<file path="src/inc/timer_params.svh">
// constants for the free-running timer with two output compare channels
// assumes an 8-bit register space behind an avalon-mm slave, one word per register
// How it works
// - 16-bit up-counter read as two bytes
// - mirror view never clears the wrap flag
// - low byte write or reset loads fffc
// - counter steps at cpu/2, /4, /8 or external
// - divider codes: 00 /4, 01 /2, 10 /8
// - high byte read latches the low byte
// - latched low byte held until low read
// - lone low read returns live count
// - wrap to zero sets wrap flag
// - wrap interrupt when enabled and unmasked
// - wrap clear: status read, then low access
// - counting continues in wait mode
// - halt freezes counter, reset restarts it
// - two 16-bit compare values checked each tick
// - compare values software only, reset 8000
// - match sets flag, drives level, pin low in reset
// - match interrupt when enabled and unmasked
// - match clear: status read, then value low access
// - high write inhibits matches until low write
// - /2 matches at value, others value plus one
// - pin disabled: no drive, match still works
// - force copies level, no flag, no irq
`ifndef TIMER_PARAMS_SVH
`define TIMER_PARAMS_SVH
`define ADDR_CONTROL_ONE     4'h0
`define ADDR_CONTROL_TWO     4'h1
`define ADDR_STATUS          4'h2
`define ADDR_COUNT_HIGH      4'h3
`define ADDR_COUNT_LOW       4'h4
`define ADDR_MIRROR_HIGH     4'h5
`define ADDR_MIRROR_LOW      4'h6
`define ADDR_MATCH1_HIGH     4'h7
`define ADDR_MATCH1_LOW      4'h8
`define ADDR_MATCH2_HIGH     4'h9
`define ADDR_MATCH2_LOW      4'ha
`define COUNT_RESET          16'hfffc
`define MATCH_RESET          16'h8000
`define DIV_SEL_BY4          2'h0
`define DIV_SEL_BY2          2'h1
`define DIV_SEL_BY8          2'h2
`define DIV_SEL_EXT          2'h3
`define PRESCALE_MASK_BY2    3'h1
`define PRESCALE_MASK_BY4    3'h3
`define PRESCALE_MASK_BY8    3'h7
`define C1_MATCH_IRQ_EN      6
`define C1_WRAP_IRQ_EN       5
`define C1_FORCE2            4
`define C1_FORCE1            3
`define C1_LEVEL2            2
`define C1_LEVEL1            0
`define C2_PIN1_EN           7
`define C2_PIN2_EN           6
`define C2_DIV_HI            3
`define C2_DIV_LO            2
`define ST_MATCH1            6
`define ST_WRAP              5
`define ST_MATCH2            3
`define CONTROL_ONE_MASK     8'h7d
`define CONTROL_TWO_MASK     8'hcc
`endif

</file>
<file path="src/inc/timer_pkg.sv">
// types shared by the timer files
// assumes nothing beyond the constants header
package timer_pkg;
    typedef enum logic [2:0] {
        bus_idle  = 3'b001,
        bus_ack   = 3'b010,
        bus_done  = 3'b100
    } bus_state_e;
    typedef logic [15:0] count_t;
endpackage
</file>
<file path="src/hdl/free_running_timer.sv">
// free-running 16-bit timer with prescaler, byte latch and two compare channels
// assumes an avalon-mm master on clk_in and a cpu that drives halt and its interrupt mask
`timescale 1ns/1ns
`default_nettype none
`include "timer_params.svh"
module free_running_timer (
    input  wire logic        clk_in,
    input  wire logic        reset_n_in,
    input  wire logic [3:0]  avs_address_in,
    input  wire logic        avs_read_in,
    input  wire logic        avs_write_in,
    input  wire logic [31:0] avs_writedata_in,
    output logic [31:0]      avs_readdata_out,
    output logic             avs_waitrequest_out,
    input  wire logic        ext_clock_in,
    input  wire logic        halt_in,
    input  wire logic        irq_mask_in,
    output logic             timer_irq_out,
    output logic             match_output_pin1_out,
    output logic             match_output_pin1_oe_out,
    output logic             match_output_pin2_out,
    output logic             match_output_pin2_oe_out
);
    timer_pkg::bus_state_e bus_state;
    timer_pkg::count_t     count;
    logic [7:0]  timer_control_one;
    logic [7:0]  timer_control_two;
    logic [7:0]  low_latch;
    logic        latch_full;
    logic        wrap_flag;
    logic        wrap_armed;
    logic [2:0]  prescale;
    logic [2:0]  ext_sync;
    logic        ext_prev;
    logic        tick;
    logic        rd_go;
    logic        wr_go;
    logic        status_seen;
    logic [1:0]  clock_divider_select;
    logic [1:0]  match_flag;
    logic [1:0]  pin_level;
    logic [15:0] match_value1;
    logic [15:0] match_value2;
    logic [7:0]  wbyte;
    logic [7:0]  next_readdata;
    logic [1:0]  force_pulse;
    logic        count_low_access;

    assign wbyte                = avs_writedata_in[7:0];
    assign clock_divider_select = timer_control_two[`C2_DIV_HI:`C2_DIV_LO];
    // each request is acted on once, in the cycle the slave accepts it
    assign rd_go                = avs_read_in && bus_state == timer_pkg::bus_idle;
    assign wr_go                = avs_write_in && bus_state == timer_pkg::bus_idle;
    assign status_seen          = rd_go && avs_address_in == `ADDR_STATUS;
    assign count_low_access     = (rd_go || wr_go) && avs_address_in == `ADDR_COUNT_LOW;

    // one wait state: accept in idle, answer next cycle, then one idle cycle
    always_ff @(posedge clk_in or negedge reset_n_in) begin
        if (!reset_n_in) begin
            bus_state           <= timer_pkg::bus_idle;
            avs_waitrequest_out <= 1'b1;
        end else begin
            unique case (bus_state)
                timer_pkg::bus_idle: begin
                    if (avs_read_in || avs_write_in) begin
                        bus_state           <= timer_pkg::bus_ack;
                        avs_waitrequest_out <= 1'b0;
                    end
                end
                timer_pkg::bus_ack: begin
                    bus_state           <= timer_pkg::bus_done;
                    avs_waitrequest_out <= 1'b1;
                end
                timer_pkg::bus_done: begin
                    bus_state <= timer_pkg::bus_idle;
                end
            endcase
        end
    end

    // read mux; unmapped addresses and reserved bits read zero
    always_comb begin
        next_readdata = 8'h00;
        unique case (avs_address_in)
            `ADDR_CONTROL_ONE: next_readdata = timer_control_one;
            `ADDR_CONTROL_TWO: next_readdata = timer_control_two;
            `ADDR_STATUS: begin
                next_readdata[`ST_MATCH1] = match_flag[0];
                next_readdata[`ST_WRAP]   = wrap_flag;
                next_readdata[`ST_MATCH2] = match_flag[1];
            end
            `ADDR_COUNT_HIGH,
            `ADDR_MIRROR_HIGH: next_readdata = count[15:8];
            `ADDR_COUNT_LOW,
            `ADDR_MIRROR_LOW: next_readdata = latch_full ? low_latch : count[7:0];
            `ADDR_MATCH1_HIGH: next_readdata = match_value1[15:8];
            `ADDR_MATCH1_LOW: next_readdata = match_value1[7:0];
            `ADDR_MATCH2_HIGH: next_readdata = match_value2[15:8];
            `ADDR_MATCH2_LOW: next_readdata = match_value2[7:0];
            default: next_readdata = 8'h00;
        endcase
    end

    // read data captured at acceptance, held through the answer cycle
    always_ff @(posedge clk_in or negedge reset_n_in) begin
        if (!reset_n_in) begin
            avs_readdata_out <= 32'h0000_0000;
        end else if (rd_go) begin
            avs_readdata_out <= {24'h00_0000, next_readdata};
        end
    end

    // control registers; force bits act as a pulse on the rising write
    always_ff @(posedge clk_in or negedge reset_n_in) begin
        if (!reset_n_in) begin
            timer_control_one <= 8'h00;
            timer_control_two <= 8'h00;
            force_pulse       <= 2'b00;
        end else begin
            force_pulse <= 2'b00;
            if (wr_go && avs_address_in == `ADDR_CONTROL_ONE) begin
                timer_control_one <= wbyte & `CONTROL_ONE_MASK;
                force_pulse       <= {wbyte[`C1_FORCE2], wbyte[`C1_FORCE1]};
            end
            if (wr_go && avs_address_in == `ADDR_CONTROL_TWO) begin
                timer_control_two <= wbyte & `CONTROL_TWO_MASK;
            end
        end
    end

    // external clock: three stages, a rising edge counts once stages two and three agree
    always_ff @(posedge clk_in or negedge reset_n_in) begin
        if (!reset_n_in) begin
            ext_sync <= 3'b000;
            ext_prev <= 1'b0;
        end else begin
            ext_sync <= {ext_sync[1:0], ext_clock_in};
            if (ext_sync[1] == ext_sync[2]) begin
                ext_prev <= ext_sync[2];
            end
        end
    end

    // prescaler; halt freezes it with the counter, wait has no effect here
    always_ff @(posedge clk_in or negedge reset_n_in) begin
        if (!reset_n_in) begin
            prescale <= 3'h0;
        end else if (wr_go && (avs_address_in == `ADDR_COUNT_LOW || avs_address_in == `ADDR_MIRROR_LOW)) begin
            prescale <= 3'h0;
        end else if (!halt_in) begin
            prescale <= prescale + 3'h1;
        end
    end

    // tick selection by divider code; code 11 runs from the external pin
    always_comb begin
        tick = 1'b0;
        unique case (clock_divider_select)
            `DIV_SEL_BY2: tick = (prescale & `PRESCALE_MASK_BY2) == `PRESCALE_MASK_BY2;
            `DIV_SEL_BY4: tick = (prescale & `PRESCALE_MASK_BY4) == `PRESCALE_MASK_BY4;
            `DIV_SEL_BY8: tick = prescale == `PRESCALE_MASK_BY8;
            `DIV_SEL_EXT: tick = ext_sync[1] == ext_sync[2] && ext_sync[2] && !ext_prev;
        endcase
        tick = tick && !halt_in;
    end

    // counter; either low byte write reloads the only reload value
    always_ff @(posedge clk_in or negedge reset_n_in) begin
        if (!reset_n_in) begin
            count <= `COUNT_RESET;
        end else if (wr_go && (avs_address_in == `ADDR_COUNT_LOW || avs_address_in == `ADDR_MIRROR_LOW)) begin
            count <= `COUNT_RESET;
        end else if (tick) begin
            count <= count + 16'h0001;
        end
    end

    // low byte latch, filled by the first high read and held until a low read
    always_ff @(posedge clk_in or negedge reset_n_in) begin
        if (!reset_n_in) begin
            latch_full <= 1'b0;
            low_latch  <= 8'h00;
        end else if (rd_go && (avs_address_in == `ADDR_COUNT_HIGH || avs_address_in == `ADDR_MIRROR_HIGH)) begin
            if (!latch_full) begin
                low_latch  <= count[7:0];
                latch_full <= 1'b1;
            end
        end else if (rd_go && (avs_address_in == `ADDR_COUNT_LOW || avs_address_in == `ADDR_MIRROR_LOW)) begin
            latch_full <= 1'b0;
        end
    end

    // wrap flag; mirror accesses never reach the clear path
    always_ff @(posedge clk_in or negedge reset_n_in) begin
        if (!reset_n_in) begin
            wrap_flag  <= 1'b0;
            wrap_armed <= 1'b0;
        end else begin
            if (tick && count == 16'hffff) begin
                wrap_flag <= 1'b1;
            end else if (wrap_armed && count_low_access) begin
                wrap_flag <= 1'b0;
            end
            if (status_seen && wrap_flag) begin
                wrap_armed <= 1'b1;
            end else if (count_low_access || !wrap_flag) begin
                wrap_armed <= 1'b0;
            end
        end
    end

    // shared interrupt; it stays pending in the flags while masked
    always_ff @(posedge clk_in or negedge reset_n_in) begin
        if (!reset_n_in) begin
            timer_irq_out <= 1'b0;
        end else begin
            timer_irq_out <= !irq_mask_in &&
                ((wrap_flag && timer_control_one[`C1_WRAP_IRQ_EN]) ||
                 ((|match_flag) && timer_control_one[`C1_MATCH_IRQ_EN]));
        end
    end

    match_channel u_ch1 (
        .clk_in          (clk_in),
        .reset_n_in      (reset_n_in),
        .write_high_in   (wr_go && avs_address_in == `ADDR_MATCH1_HIGH),
        .write_low_in    (wr_go && avs_address_in == `ADDR_MATCH1_LOW),
        .access_low_in   ((rd_go || wr_go) && avs_address_in == `ADDR_MATCH1_LOW),
        .wdata_in        (wbyte),
        .count_in        (count),
        .tick_in         (tick),
        .plus_one_in     (clock_divider_select != `DIV_SEL_BY2),
        .status_seen_in  (status_seen),
        .level_in        (timer_control_one[`C1_LEVEL1]),
        .force_in        (force_pulse[0]),
        .match_value_out (match_value1),
        .match_flag_out  (match_flag[0]),
        .pin_level_out   (pin_level[0])
    );

    match_channel u_ch2 (
        .clk_in          (clk_in),
        .reset_n_in      (reset_n_in),
        .write_high_in   (wr_go && avs_address_in == `ADDR_MATCH2_HIGH),
        .write_low_in    (wr_go && avs_address_in == `ADDR_MATCH2_LOW),
        .access_low_in   ((rd_go || wr_go) && avs_address_in == `ADDR_MATCH2_LOW),
        .wdata_in        (wbyte),
        .count_in        (count),
        .tick_in         (tick),
        .plus_one_in     (clock_divider_select != `DIV_SEL_BY2),
        .status_seen_in  (status_seen),
        .level_in        (timer_control_one[`C1_LEVEL2]),
        .force_in        (force_pulse[1]),
        .match_value_out (match_value2),
        .match_flag_out  (match_flag[1]),
        .pin_level_out   (pin_level[1])
    );

    // pins registered; with the enable clear the pin is left to general i/o
    always_ff @(posedge clk_in or negedge reset_n_in) begin
        if (!reset_n_in) begin
            match_output_pin1_out    <= 1'b0;
            match_output_pin2_out    <= 1'b0;
            match_output_pin1_oe_out <= 1'b0;
            match_output_pin2_oe_out <= 1'b0;
        end else begin
            match_output_pin1_out    <= pin_level[0] && timer_control_two[`C2_PIN1_EN];
            match_output_pin2_out    <= pin_level[1] && timer_control_two[`C2_PIN2_EN];
            match_output_pin1_oe_out <= timer_control_two[`C2_PIN1_EN];
            match_output_pin2_oe_out <= timer_control_two[`C2_PIN2_EN];
        end
    end
endmodule
`default_nettype wire

</file>
<file path="src/hdl/match_channel.sv">
// one output compare channel: value register, inhibit, flag, pin latch
// assumes the parent decodes bus strobes and gives one-cycle tick pulses
`timescale 1ns/1ns
`default_nettype none
`include "timer_params.svh"
module match_channel (
    input  wire logic            clk_in,
    input  wire logic            reset_n_in,
    input  wire logic            write_high_in,
    input  wire logic            write_low_in,
    input  wire logic            access_low_in,
    input  wire logic [7:0]      wdata_in,
    input  wire timer_pkg::count_t count_in,
    input  wire logic            tick_in,
    input  wire logic            plus_one_in,
    input  wire logic            status_seen_in,
    input  wire logic            level_in,
    input  wire logic            force_in,
    output timer_pkg::count_t    match_value_out,
    output logic                 match_flag_out,
    output logic                 pin_level_out
);
    logic inhibit;
    logic armed;
    logic hit;

    // match is sampled on the tick so it fires once per count value
    assign hit = tick_in && !inhibit &&
                 (count_in == (plus_one_in ? match_value_out + 16'h0001 : match_value_out));

    // value registers: only software touches them
    always_ff @(posedge clk_in or negedge reset_n_in) begin
        if (!reset_n_in) begin
            match_value_out <= `MATCH_RESET;
        end else if (write_high_in) begin
            match_value_out[15:8] <= wdata_in;
        end else if (write_low_in) begin
            match_value_out[7:0] <= wdata_in;
        end
    end

    // high write blocks compares until the low half arrives
    always_ff @(posedge clk_in or negedge reset_n_in) begin
        if (!reset_n_in) begin
            inhibit <= 1'b0;
        end else if (write_high_in) begin
            inhibit <= 1'b1;
        end else if (write_low_in) begin
            inhibit <= 1'b0;
        end
    end

    // flag: set wins over the second clearing step
    always_ff @(posedge clk_in or negedge reset_n_in) begin
        if (!reset_n_in) begin
            match_flag_out <= 1'b0;
            armed          <= 1'b0;
        end else begin
            if (hit) begin
                match_flag_out <= 1'b1;
            end else if (armed && access_low_in) begin
                match_flag_out <= 1'b0;
            end
            if (status_seen_in && match_flag_out) begin
                armed <= 1'b1;
            end else if (access_low_in || !match_flag_out) begin
                armed <= 1'b0;
            end
        end
    end

    // pin latch; forcing copies the level without touching the flag
    always_ff @(posedge clk_in or negedge reset_n_in) begin
        if (!reset_n_in) begin
            pin_level_out <= 1'b0;
        end else if (hit || force_in) begin
            pin_level_out <= level_in;
        end
    end
endmodule
`default_nettype wire

</file>
<file path="config.mk">
export PLATFORM = sky130hd
export DESIGN_NAME = free_running_timer
export DESIGN_NICKNAME = d
export VERILOG_FILES = /design/src/inc/timer_pkg.sv /design/src/hdl/free_running_timer.sv /design/src/hdl/match_channel.sv
export VERILOG_INCLUDE_DIRS = /design/src /design/src/inc
export SDC_FILE = /design/constraint.sdc
export NUM_CORES = 1
export LEC_CHECK = 0
export ABC_AREA = 1
export BUFFER_PORTS_ARGS = -buffer_cell sky130_fd_sc_hd__buf_2
export CELL_PAD_IN_SITES_DETAIL_PLACEMENT = 2
export CELL_PAD_IN_SITES_GLOBAL_PLACEMENT = 2
export CORE_MARGIN = 8
export CORE_UTILIZATION = 34
export CTS_BUF_LIST = sky130_fd_sc_hd__clkbuf_8
export DETAILED_ROUTE_END_ITERATION = 10
export PLACE_DENSITY = 0.94
export SYNTH_ARGS = -nofsm -noshare
export SYNTH_HDL_FRONTEND = slang
export SYNTH_HIERARCHICAL = 1
export SYNTH_SLANG_ARGS = --single-unit
</file>
<file path="constraint.sdc">
create_clock -name clk_in -period 2.3 [get_ports clk_in]
set_input_delay 0.345 -clock clk_in [delete_from_list [all_inputs] [get_ports clk_in]]
set_output_delay 0.345 -clock clk_in [all_outputs]
set_load 0.1 [all_outputs]
</file>
Yosys cells after proc, flatten, opt, wreduce, memory -nomap -nowiden:

Index checks and enable logic that the tools add are counted.

* reduce and logical (&&, ||, !) cells: 71
* mux-type cells: 36
* equality and inequality tests: 25
* bitwise gates (word level): 2
* add/subtract/negate cells: 4

Operators with widths (count)
* $mux 16: 4
* $add 16x1->16 const B: 3
* $logic_and 1x1->1: 34
* $eq 16x16->1: 2
* $pmux 3 s8: 1
* $reduce_bool 2->1: 11
* $mux 1: 19
* $pmux 2 s9: 1
* $eq 16x16->1 const B: 1
* $eq 4x3->1 const B: 4
* $pmux 1 s7: 2
* $eq 4x4->1 const B: 3
* $logic_or 1x1->1: 10
* $mux 3: 3
* $pmux 1 s9: 1
* $pmux 3 s3: 1
* $eq 4x2->1 const B: 2
* $logic_not 1->1: 8
* $mux 8: 1
* $eq 2x2->1 const B: 3
* $eq 3x3->1 const B: 2
* $ne 2x1->1 const B: 3
* $reduce_and 2->1: 3
* $reduce_or 2->1: 3
* 12 further kinds: 13

* word-level logic and storage cells: 169
* bits of input ports: 43
* flip-flop bits (word level): 103
* output and inout bits: 38

Longest topological paths before layout:

Gate-level depths: netlist of the first run.

* word-level depth: 8
* depth in mapped cells: 17
* gate-level depth less buffers: 16

By module:

The synthesis of the first run kept the hierarchy.

Modules (own cells, without submodules)
* free_running_timer: sequential area each 1596.5 µm², area an instance 3812.4 µm², cells an instance 540, times used 1
* match_channel: sequential area each 501.7 µm², area an instance 1536.5 µm², cells an instance 247, times used 2

Least setup slack after synthesis of the first run:

OpenSTA, ideal clock, no wires.

* path type: register -> register
* from: register bus_state[0]
* to: register u_ch2.match_value_out[0]
* path buffers: 1
* required time: 2.168 ns
* library setup time: 0.132 ns
* setup slack: 0.374 ns
* cell stages (with the launch flop): 9
* clock period less this slack: 1.926 ns
* arrival time: 1.794 ns
* path through: dfstp_2 -> inv_1 -> nor3_2 -> nand2_1 -> nor3_1 -> inv_1 -> nand2_1 -> clkbuf_1 -> o21ai_0

* longest elaborated chain between the ends: 5
* elaborated cells between the ends (all ways): 6
* classes of those cells: eq/ne (1); bitwise (1); reduce/logical (4)

RTL lines
* start, declared: line free_running_timer.sv:24 `timer_pkg::bus_state_e bus_state;`
* start signal, assigned: line free_running_timer.sv:60 `bus_state <= timer_pkg::bus_idle;`
* start signal, assigned: line free_running_timer.sv:66 `bus_state <= timer_pkg::bus_ack;`
* start signal, assigned: line free_running_timer.sv:71 `bus_state <= timer_pkg::bus_done;`
* $eq 3x1->1 (*): line free_running_timer.sv:53 `assign wr_go = avs_write_in && bus_state == timer_pkg::bus_idle;`
* $logic_and 1x1->1 (*): line free_running_timer.sv:53
* $logic_and 1x1->1 (no line)
* $not 1->1 (no line)
* $reduce_and 2->1 (no line) (*)
* end signal, assigned: line match_channel.sv:34 `` match_value_out <= `MATCH_RESET; ``
* end signal, assigned: line match_channel.sv:38 `match_value_out[7:0] <= wdata_in;`
* end, declared: line match_channel.sv:19 `output timer_pkg::count_t match_value_out,`

Mark *: on every way between the ends. The rest lies on a longest branch, timed or not.
A chain may end at the register's enable or synchronous reset.

Worst setup path after layout of the first run:

* from: register bus_state[0]
* to: register u_ch2.match_value_out[7]

Same word-level chain as after synthesis.

==> results of run 1 <==
-- Yosys cell counts (all sizes together), types with 3 or more instances --
library cell | number | area share (%)
buf | 32 | 3.5
nand4 | 12 | 1.1
xor2 | 13 | 1.7
xnor2 | 8 | 1.0
ha | 6 | 1.1
nor2 | 115 | 8.2
mux2 | 3 | 0.49
nand3 | 88 | 6.5
a21oi | 12 | 0.87
nor3 | 6 | 0.58
clkbuf | 4 | 0.22
nand3b | 10 | 1.1
dfrtp | 85 | 31
nand2 | 441 | 24
o21ai | 47 | 3.7
dfstp | 18 | 6.9
inv | 127 | 6.9
-- worst register-to-register path: cells and delay by family, from the launching register on --
family / cells / cell delay [ns]
compound gates: 1 / 0.21
buf+inv: 3 / 0.43
simple gates: 5 / 0.93
flops: 1 / 0.57
-- flip-flops by register name, summed over array words and instances, names as in the netlist, 2 cells and up --
signal                 cells
u_ch1/match_value_out     16
prescale                   3
count                     16
force_pulse                2
low_latch                  8
u_ch2/match_value_out     16
bus_state                  3
timer_control_two          4
timer_control_one          6
avs_readdata_out           8
ext_sync                   3
-- timing repair --
| action | in CTS | in global routing |
|---|---|---|
| setup endpoints to repair | 1 | 4 |
| pin swaps | 0 | 0 |
| hold endpoints to repair | 10 | 0 |
| gates resized for setup | 2 | 3 |
| hold buffers | 1 | 0 |
| buffers inserted | 0 | 1 |
-- through the flow --
step                      hold WS [ns]  total power [W]
after floorplan                0.04941         0.005122
after global placement          0.2698         0.005960
after detailed placement        0.2810         0.006321
after CTS                      0.02986         0.007748
after global routing           0.04360         0.008173
final                          0.05036         0.007767
-- power by group through the flow --
stage	Combinational (W)	Clock (W)	Sequential [W]
after floorplan	0.00187	0	0.00325
after global placement	0.00289	0	0.00307
after detailed placement	0.00318	0	0.00314
after CTS	0.00324	0.00138	0.00312
after global routing	0.00357	0.00142	0.00318
final	0.00328	0.00136	0.00313
-- layout make-up --
class / instances / share of cell area [%]
flip-flops and latches: 103 / 33.94
well taps: 270 / 4.410
multi-input cells: 790 / 47.74
inverters: 128 / 6.271
repair buffers: 55 / 4.736
clock buffers: 9 / 1.617
clock inverters: 7 / 1.290
-- cells by family after synthesis --
family | after synthesis | share of synthesized area, %
XOR/XNOR | 21 | 2.671
flip-flops | 103 | 37.76
AND/OR/NAND/NOR | 675 | 42.40
multiplexers | 3 | 0.4906
adder cells (fa/ha/maj) | 6 | 1.090
AO/OA/AOI/OAI | 61 | 4.834
buffers and inverters | 164 | 10.70
other | 1 | 0.05446
-- final timing paths --
path                                   start                        to  slack [ns]  cells after the start
worst min register to register   ext_sync[0]               ext_sync[1]        0.36                      0
worst max-delay path            bus_state[0]  u_ch2/match_value_out[7]        0.08                      9
min in group asynchronous         reset_n_in               prescale[0]        0.39                      2
worst min-delay path            ext_clock_in               ext_sync[0]        0.05                      1
worst max register to register  bus_state[0]  u_ch2/match_value_out[7]        0.08                      9
max in group asynchronous         reset_n_in                 count[12]        1.10                      3
-- routing by layer --
layer	track usage [%]	wire length (um)	vias up
met3	3.882	1160	89
met4	14.32	1672	0
li1	-	-	3240
met1	28.52	12120	3624
met2	44.47	15530	194
met5	0	0	-
==> reports/metrics.csv, run 1 <==
metric;value;unit
setup_viol;0;
max_freq;451.1;MHz
p_sw_share;50.52;%
p_switching;0.003924;W
synth_seq_cells;103;
power_frac_clock;17.5;%
vdd_drop_max;813.3;uV
cts_tree;built;
clock_latency;0.40;ns
arrival;2.53;ns
fin_area;7661;um^2
critical_path.slowest_cell;dfstp_2;
timing.final.ws_setup;0.08296;ns
worst-path-buf-inv;3;
power_density;1014;nW/um^2
synth_edf_count;0;
clk_pin_slew_worst_paths;0.12;ns
drv_cap;0;
outcome;finished clean;
relSlewSlack;60.69;%
intPower;0.003843;W
grt_pass1_vias;8160;
cp.required;2.61;ns
dieArea;25060;um^2
die_w;158.3;um
setup-tns-final;0;ns
multiInputGateArea;3657;um^2
final_cell_count_no_fill;1362;
dr.pass1.iters;5;
grt_pass1_wl;47650;um
drt-total-wl;30490;um
maxSlewViolCount;0;
drc_errors;0;
synth_cells;1034;
worstPathMaxFanout;12;
dp_slack;0.08496;ns
p_seq_share;40.3;%
layout_common_cells;nand2_1 (430), inv_1 (121), nand3_1 (86);
drt_iter0_drc;368;
synth_cell_type_count;31;
start_util;34.36;%
vias_per_cell;5.247;
io_pins;81;
syn_area;6885;um^2
ant_nets;0;
core-area;20040;um^2
antenna_cells;0;
period_needed;2.217;ns
wl_per_cell;22.38;um
post-route-period-util;96.39;%
utilization;38.23;%
place.gp.congestion;0.8646;
dp.cells;1344;
holdCritPathClass;input pin to flop;
tightest_slew;0.5875;ns
grt_antenna_before_repair;0;
power.leakage;4.010;nW
overflow;0;
startpoint_type;flop;
clockBufferDepth;2;
die_y;158.3;um
drive_above_1_share;14.01;%
critPathMaxStageDelay;0.57;ns
port_buffers;32;
cts_root_buf;clkbuf_8;
seq_area;2600;um^2
ys_async_sr_fraction;100.0;%
synth_warnings;6;
grt_max_degree;82;
placementRows;52;
nets;1136;
placedInstanceArea;7398;um^2
areaGrowthSynthToFinish;11.27;%
critPathTopFamily;simple AND/OR/NAND/NOR gates;
ys_seq_area_share;37.76;%
grt_usage;25.19;%
fillers;2467;
vias;7147;
path_cells;inv_1 > nor3_2 > nand2_2 > nor3_2 > inv_1 > nand2_1 > buf_4 > nor2_1 > a21oi_1;
cts_buffers;9;
hpwl;23460;um
ys.flop_type;dfrtp_1;
clock_sinks;103;
htreeDepth;3;
skew;0.01476;ns
rsz0062_at_grt;true;
p_comb_share;42.2;%
avgSynthCellArea;6.659;um^2
hold_viol;0;
layout_commonest_cell;nand2_1;
crit_path_end_kind;flop;
crit_type;flop to flop;
Power figures use the tool's default switching activity.
==> run 2, diff against run 1 <==
Settings changed: ABC_AREA 1 to default, CORE_MARGIN 8 to 1, CORE_UTILIZATION 34 to 35, MAX_ROUTING_LAYER from default to met4, PLACE_DENSITY 0.94 to 0.85.
==> reports/metrics.csv, run 2 <==
metric;value;unit;change
outcome;finished, violations left;;
violations;setup timing;;
tightest_slew;0.8523;ns;+0.2648 ns
vias;5879;;-18%
drt-total-wl;28290;um;-7.2%
utilization;43.74;%;+5.5 points
placementRows;49;;-5.8%
holdCritPathClass;input pin to flop;;
drv_cap;0;;unchanged
relSlewSlack;41.71;%;-19 points
cts_tree;built;;
hpwl;19050;um;-19%
drc_errors;0;;unchanged
avgSynthCellArea;10.26;um^2;+54%
grt_usage;29.42;%;+4.2 points
io_pins;81;;unchanged
layout_commonest_cell;buf_4;;
wl_met3;1177;um;+1.5%
post-route-period-util;119.8;%;+23 points
drive_above_1_share;34.00;%;+20 points
synth_edf_count;0;;unchanged
grt_max_degree;44;;-46%
synth_cell_type_count;75;;+140%
ys_async_sr_fraction;100.0;%;unchanged
place.gp.congestion;0.9051;;+4.7%
power;0.008038;W;+3.5%
r2r-start;prescale[0];;
rr_worst_depth;14;;+5
max_freq;362.8;MHz;-20%
clk_pin_slew_worst_paths;0.11;ns;about the same
maxSlewViolCount;0;;unchanged
clock_sinks;103;;unchanged
layout_common_cells;buf_4 (91), dfrtp_1 (84), mux2_2 (43);;
grt_pass1_wl;41080;um;-14%
synth_warnings;6;;unchanged
hp-start;ext_clock_in;;
timing.final.ws_setup;-0.4561;ns;-0.5391 ns
ys_seq_area_share;39.41;%;+1.6 points
wl_met1;11430;um;-5.7%
dp.cells;959;;-29%
nets;797;;-30%
htreeDepth;3;;unchanged
worstPathMaxFanout;2;;-10
fin_area;7965;um^2;+4.0%
setup_viol;8;;+8
crit_type;flop to flop;;
power_density;1009;nW/um^2;-0.45%
top_layer;met4;;
synth_seq_cells;103;;unchanged
hold_viol;0;;unchanged
clockBufferDepth;2;;unchanged
period_needed;2.756;ns;+0.5391 ns
dieArea;19400;um^2;-23%
dr_wl_met2;14620;um;-5.9%
cts_root_buf;clkbuf_8;;
arrival;3.11;ns;+0.58 ns
hold_depth;1;;unchanged
antenna_cells;0;;unchanged
synth_cells;643;;-38%
power.leakage;3.487;nW;-13%
cp.required;2.66;ns;+0.05 ns
skew;0.02082;ns;+0.006057 ns
wl_per_cell;28.81;um;+29%
yosysMostFrequentCell;dfrtp_1;;
synth_top_cells_by_count;dfrtp_1 (85), mux2_2 (43), mux2i_1 (42), nand2_1 (33), nor2_1 (32);;
dr.pass1.iters;5;;unchanged
placedInstanceArea;7501;um^2;+1.4%
clock_latency;0.42;ns;+0.02 ns
drt_iter0_drc;408;;+11%
cts_buffers;9;;unchanged
syn_area;6598;um^2;-4.2%
rsz0062_at_grt;true;;
die_w;139.3;um;-12%
synth_top_area_share;32.24;%;+1.3 points
yosysTopAreaCell;dfrtp_1;;
ys_top_cells_by_area;dfrtp_1 (32%), mux2_2 (7.3%), dfstp_2 (7.2%);;
die_y;139.3;um;-12%
final_cell_count_no_fill;982;;-28%
vdd_drop_max;392.9;uV;-52%
ys.flop_type;dfrtp_1;;
r2r-end;u_ch2/match_flag_out;;
crit_path_end_kind;flop;;
areaGrowthSynthToFinish;20.73;%;
grt_antenna_before_repair;0;;unchanged
overflow;0;;unchanged
hold_end;ext_sync[0];;
core-area;18210;um^2;-9.1%
reg.largest.list;count: 16 flops, u_ch1/match_value_out: 16 flops, u_ch2/match_value_out: 16 flops;;
worst-r2r-setup-slack;-0.46;ns;-0.54 ns
ant_nets;0;;unchanged
startpoint_type;flop;;
port_buffers;32;;unchanged
start_util;36.23;%;+1.9 points
grt_pass1_vias;6667;;-18%
vias_per_cell;5.987;;+14%
dp_slack;-0.6036;ns;-0.6886 ns
run 2: changes by cell type after synthesis, sizes merged, moves of 14 or more:
cell	previous run	this run
o21ai	47	18
mux2i	0	42
nor2b	0	25
mux2	3	49
nand3	88	16
xnor2	8	28
buf	32	46
nor4	0	21
nor2	115	33
inv	127	20
nand2	441	35
run 2: critical path, stage by stage, from the launching register on:
cell and delay (ns):
dfrtp_1 0.41, ha_4 0.16, ha_4 0.14, inv_2 0.04
o221a_4 0.26, nor3_4 0.20, nor2b_4 0.21, o21ai_2 0.07
nor4_2 0.18, nand3_1 0.19, buf_4 0.18, buf_6 0.11
nor4_4 0.28, buf_4 0.16, a21o_1 0.09
run 2: worst max-delay path by stage:
| stage | start | slack (ns) | depth (start not counted) | endpoint |
|---|---|---|---|---|
| after floorplan | prescale[0] | -0.20 | 12 | u_ch1/pin_level_out |
| after global placement | prescale[0] | -0.26 | 11 | u_ch1/pin_level_out |
| after detailed placement | prescale[0] | -0.60 | 13 | u_ch1/match_flag_out |
| after CTS | prescale[0] | -0.47 | 11 | u_ch1/pin_level_out |
| after global routing | prescale[0] | -0.51 | 11 | u_ch2/pin_level_out |
| final | prescale[0] | -0.46 | 14 | u_ch2/match_flag_out |
run 2: area by class of cell:
cell class                 instances  area, um^2
timing repair buffer             128       944.7
multi-input combinational        486        3811
inverter                          20       75.07
clock inverter                     6       108.9
sequential                       103        2601
tap                              229       286.5
fill                            1911       10240
clock buffer                      10       137.6
run 2: per-stage QoR:
stage               TNS [ns]  hold WS, ns
floorplan            -0.3656      0.04941
CTS                   -1.520      0.02879
detailed placement    -2.133       0.2846
global route          -1.759      0.02287
global placement     -0.7730       0.2726
finish                -1.531      0.04124
run 2: cells by family after synthesis:
| group | Yosys count | synth area share (%) |
|---|---|---|
| AO/OA/AOI/OAI | 87 | 9.938 |
| XOR/XNOR | 46 | 6.107 |
| adder cells (fa/ha/maj) | 6 | 1.138 |
| buffers and inverters | 77 | 6.410 |
| flip-flops | 103 | 39.41 |
| multiplexers | 91 | 14.96 |
| other | 1 | 0.05684 |
| AND/OR/NAND/NOR | 232 | 21.98 |
run 2: layer usage:
layer / global-route usage [%] / vias up
met1: 33.81 / 3103
met5: - / -
li1: - / 2483
met4: 15.38 / 0
met2: 49.72 / 224
met3: 4.336 / 69
run 2: power by group:
| part | switching, W | leakage [nW] | internal, W | total, W |
|---|---|---|---|---|
| clock | 0.000738 | 0.120 | 0.000749 | 0.00149 |
| sequential | 0.000718 | 1.32 | 0.00228 | 0.00300 |
| combinational | 0.00217 | 2.05 | 0.00138 | 0.00355 |
| total | 0.00362 | 3.49 | 0.00441 | 0.00804 |
run 2: timing repair:
action / 4_1_cts / 5_1_grt
endpoints found under the setup margin: 5 / 8
gates resized for setup: 16 / 13
pin swaps: 7 / 8
hold buffers: 1 / 0
buffers inserted: 2 / 4
cloned: 0 / 1
endpoints found under the hold margin: 20 / 0
==> run 3, diff against run 2 <==
Settings changed: BUFFER_PORTS_ARGS -buffer_cell sky130_fd_sc_hd__buf_2 to -buffer_cell sky130_fd_sc_hd__clkbuf_2.
==> reports/metrics.csv, run 3 (same netlist as run 2, synthesis figures left out) <==
metric;value;unit;change
clock_sinks;103;;unchanged
vdd_drop_max;426.4;uV;+8.5%
drt_iter0_drc;309;;-24%
layout_common_cells;buf_4 (96), dfrtp_1 (85), mux2_2 (43);;
relSlewSlack;47.11;%;+5.4 points
die_w;139.3;um;unchanged
fillers;1954;;+2.3%
cts_tree;built;;
drc_errors;0;;unchanged
timing.final.ws_setup;-0.4264;ns;+0.02971 ns
drv_cap;0;;unchanged
rsz0062_at_grt;true;;
tightest_slew;0.7733;ns;-0.07902 ns
core-area;18210;um^2;unchanged
skew;0.01055;ns;-0.01026 ns
hpwl;18880;um;-0.89%
max_freq;366.8;MHz;+1.1%
reg.largest.list;count: 16 flops, u_ch1/match_value_out: 16 flops, u_ch2/match_value_out: 16 flops;;
crit_type;flop to flop;;
dp_slack;-0.5116;ns;+0.09198 ns
io_pins;81;;unchanged
power_density;995.1;nW/um^2;-1.4%
maxSlewViolCount;0;;unchanged
start_util;36.23;%;unchanged
antenna_cells;0;;unchanged
arrival;3.00;ns;-0.11 ns
clk_pin_slew_worst_paths;0.10;ns;about the same
outcome;finished, violations left;;
grt_pass1_wl;38830;um;-5.5%
grt_usage;27.74;%;-1.7 points
vias_per_cell;5.755;;-3.9%
startpoint_type;flop;;
crit_path_end_kind;flop;;
layout_commonest_cell;buf_4;;
placementRows;49;;unchanged
holdWs;0.01640;ns;-0.02484 ns
clockBufferDepth;2;;unchanged
holdCritPathClass;input pin to async pin;;
multiInputGateArea;3767;um^2;-1.1%
place.gp.congestion;0.9247;;+2.2%
period_needed;2.726;ns;-0.02971 ns
cp.required;2.57;ns;-0.09 ns
drt-total-wl;25100;um;-11%
setup_viol;4;;-4
die_y;139.3;um;unchanged
ant_nets;0;;unchanged
power.leakage;3.482;nW;-0.13%
wl_per_cell;25.54;um;-11%
hold_viol;0;;unchanged
htreeDepth;3;;unchanged
worstPathMaxFanout;2;;unchanged
cts_root_buf;clkbuf_8;;
overflow;0;;unchanged
fin_area;7894;um^2;-0.90%
vias;5657;;-3.8%
grt_max_degree;104;;+140%
dr.pass1.iters;5;;unchanged
port_buffers;32;;unchanged
dieArea;19400;um^2;unchanged
grt_pass1_vias;6356;;-4.7%
drive_above_1_share;33.02;%;-0.97 points
seq_area;2600;um^2;about the same
grt_antenna_before_repair;0;;unchanged
nets;798;;+0.13%
clock_latency;0.39;ns;-0.03 ns
areaGrowthSynthToFinish;19.65;%;
placedInstanceArea;7496;um^2;about the same
post-route-period-util;118.5;%;-1.3 points
cts_buffers;9;;unchanged
violations;setup timing;;
-- run 3: cell count changes in the layout (fill, tap and decap cells not counted), moves of 2 or more --
cell / change
buf_2: -31
nor4b_1: +2
nor4b_2: -2
buf_4: +5
nor4_2: -2
clkinvlp_4: -2
nor4_1: +2
clkbuf_2: +31
-- run 3: routing by layer --
metal	vias up	global-route usage [%]	routed length, um
li1	2493	-	-
met1	2943	33.09	10590
met2	163	46.36	12590
met3	58	4.164	887
met4	0	12.28	1035
met5	-	-	0
-- run 3: timing repair --
| action | 4_1_cts | 5_1_grt |
|---|---|---|
| setup endpoints to repair | 4 | 4 |
| hold endpoints to repair | 0 | 0 |
| pin swaps | 8 | 8 |
| setup buffers | 4 | 3 |
| gates resized for setup | 8 | 11 |
| hold buffers | 0 | 0 |
-- run 3: metrics by stage --
step                util (%)  setup TNS (ns)  cells  power [W]
detailed placement     41.17          -1.753    960   0.006220
global route           43.35          -1.781    983   0.008200
global placement       41.17         -0.7919    960   0.005934
finish                 43.35          -1.246    983   0.007855
CTS                    42.92          -1.565    980   0.007782
floorplan                  -         -0.3656    666   0.004900
-- run 3: worst max-delay path, stage by stage (launching register included) --
cell and delay (ns):
dfrtp_1 0.41, ha_4 0.17, ha_4 0.13, inv_2 0.03, o221a_4 0.27, nor3_4 0.12, buf_4 0.16, nor2b_1 0.15
o21ai_1 0.09, nor4_2 0.15, nand3_1 0.17, o41ai_2 0.38, mux2_1 0.38
-- run 3: area by class of cell --
| class | count | share of cell area, % |
|---|---|---|
| Multi-Input combinational cell | 486 | 47.73 |
| Sequential cell | 103 | 32.94 |
| Timing Repair Buffer | 129 | 11.60 |
| Tap cell | 229 | 3.630 |
| Clock buffer | 11 | 1.918 |
| Clock inverter | 5 | 1.236 |
| Inverter | 20 | 0.9510 |
-- run 3: worst paths after layout --
path	slack (ns)	startpoint	cells past startpoint	end
worst max register to register	-0.43	prescale[0]	12	u_ch1/pin_level_out
max in group asynchronous	1.85	reset_n_in	2	count[14]
min in group clk_in	0.06	ext_clock_in	1	ext_sync[0]
worst min-delay path	0.02	reset_n_in	2	u_ch1/match_value_out[10]
worst max-delay path	-0.43	prescale[0]	12	u_ch1/pin_level_out
worst min register to register	0.36	ext_sync[0]	0	ext_sync[1]
-- run 3: report_power, final --
group          switching (W)  internal (W)  leakage, nW
clock network       0.000675      0.000776        0.132
logic                0.00207       0.00138         2.03
registers           0.000664       0.00228         1.32
total                0.00341       0.00444         3.48
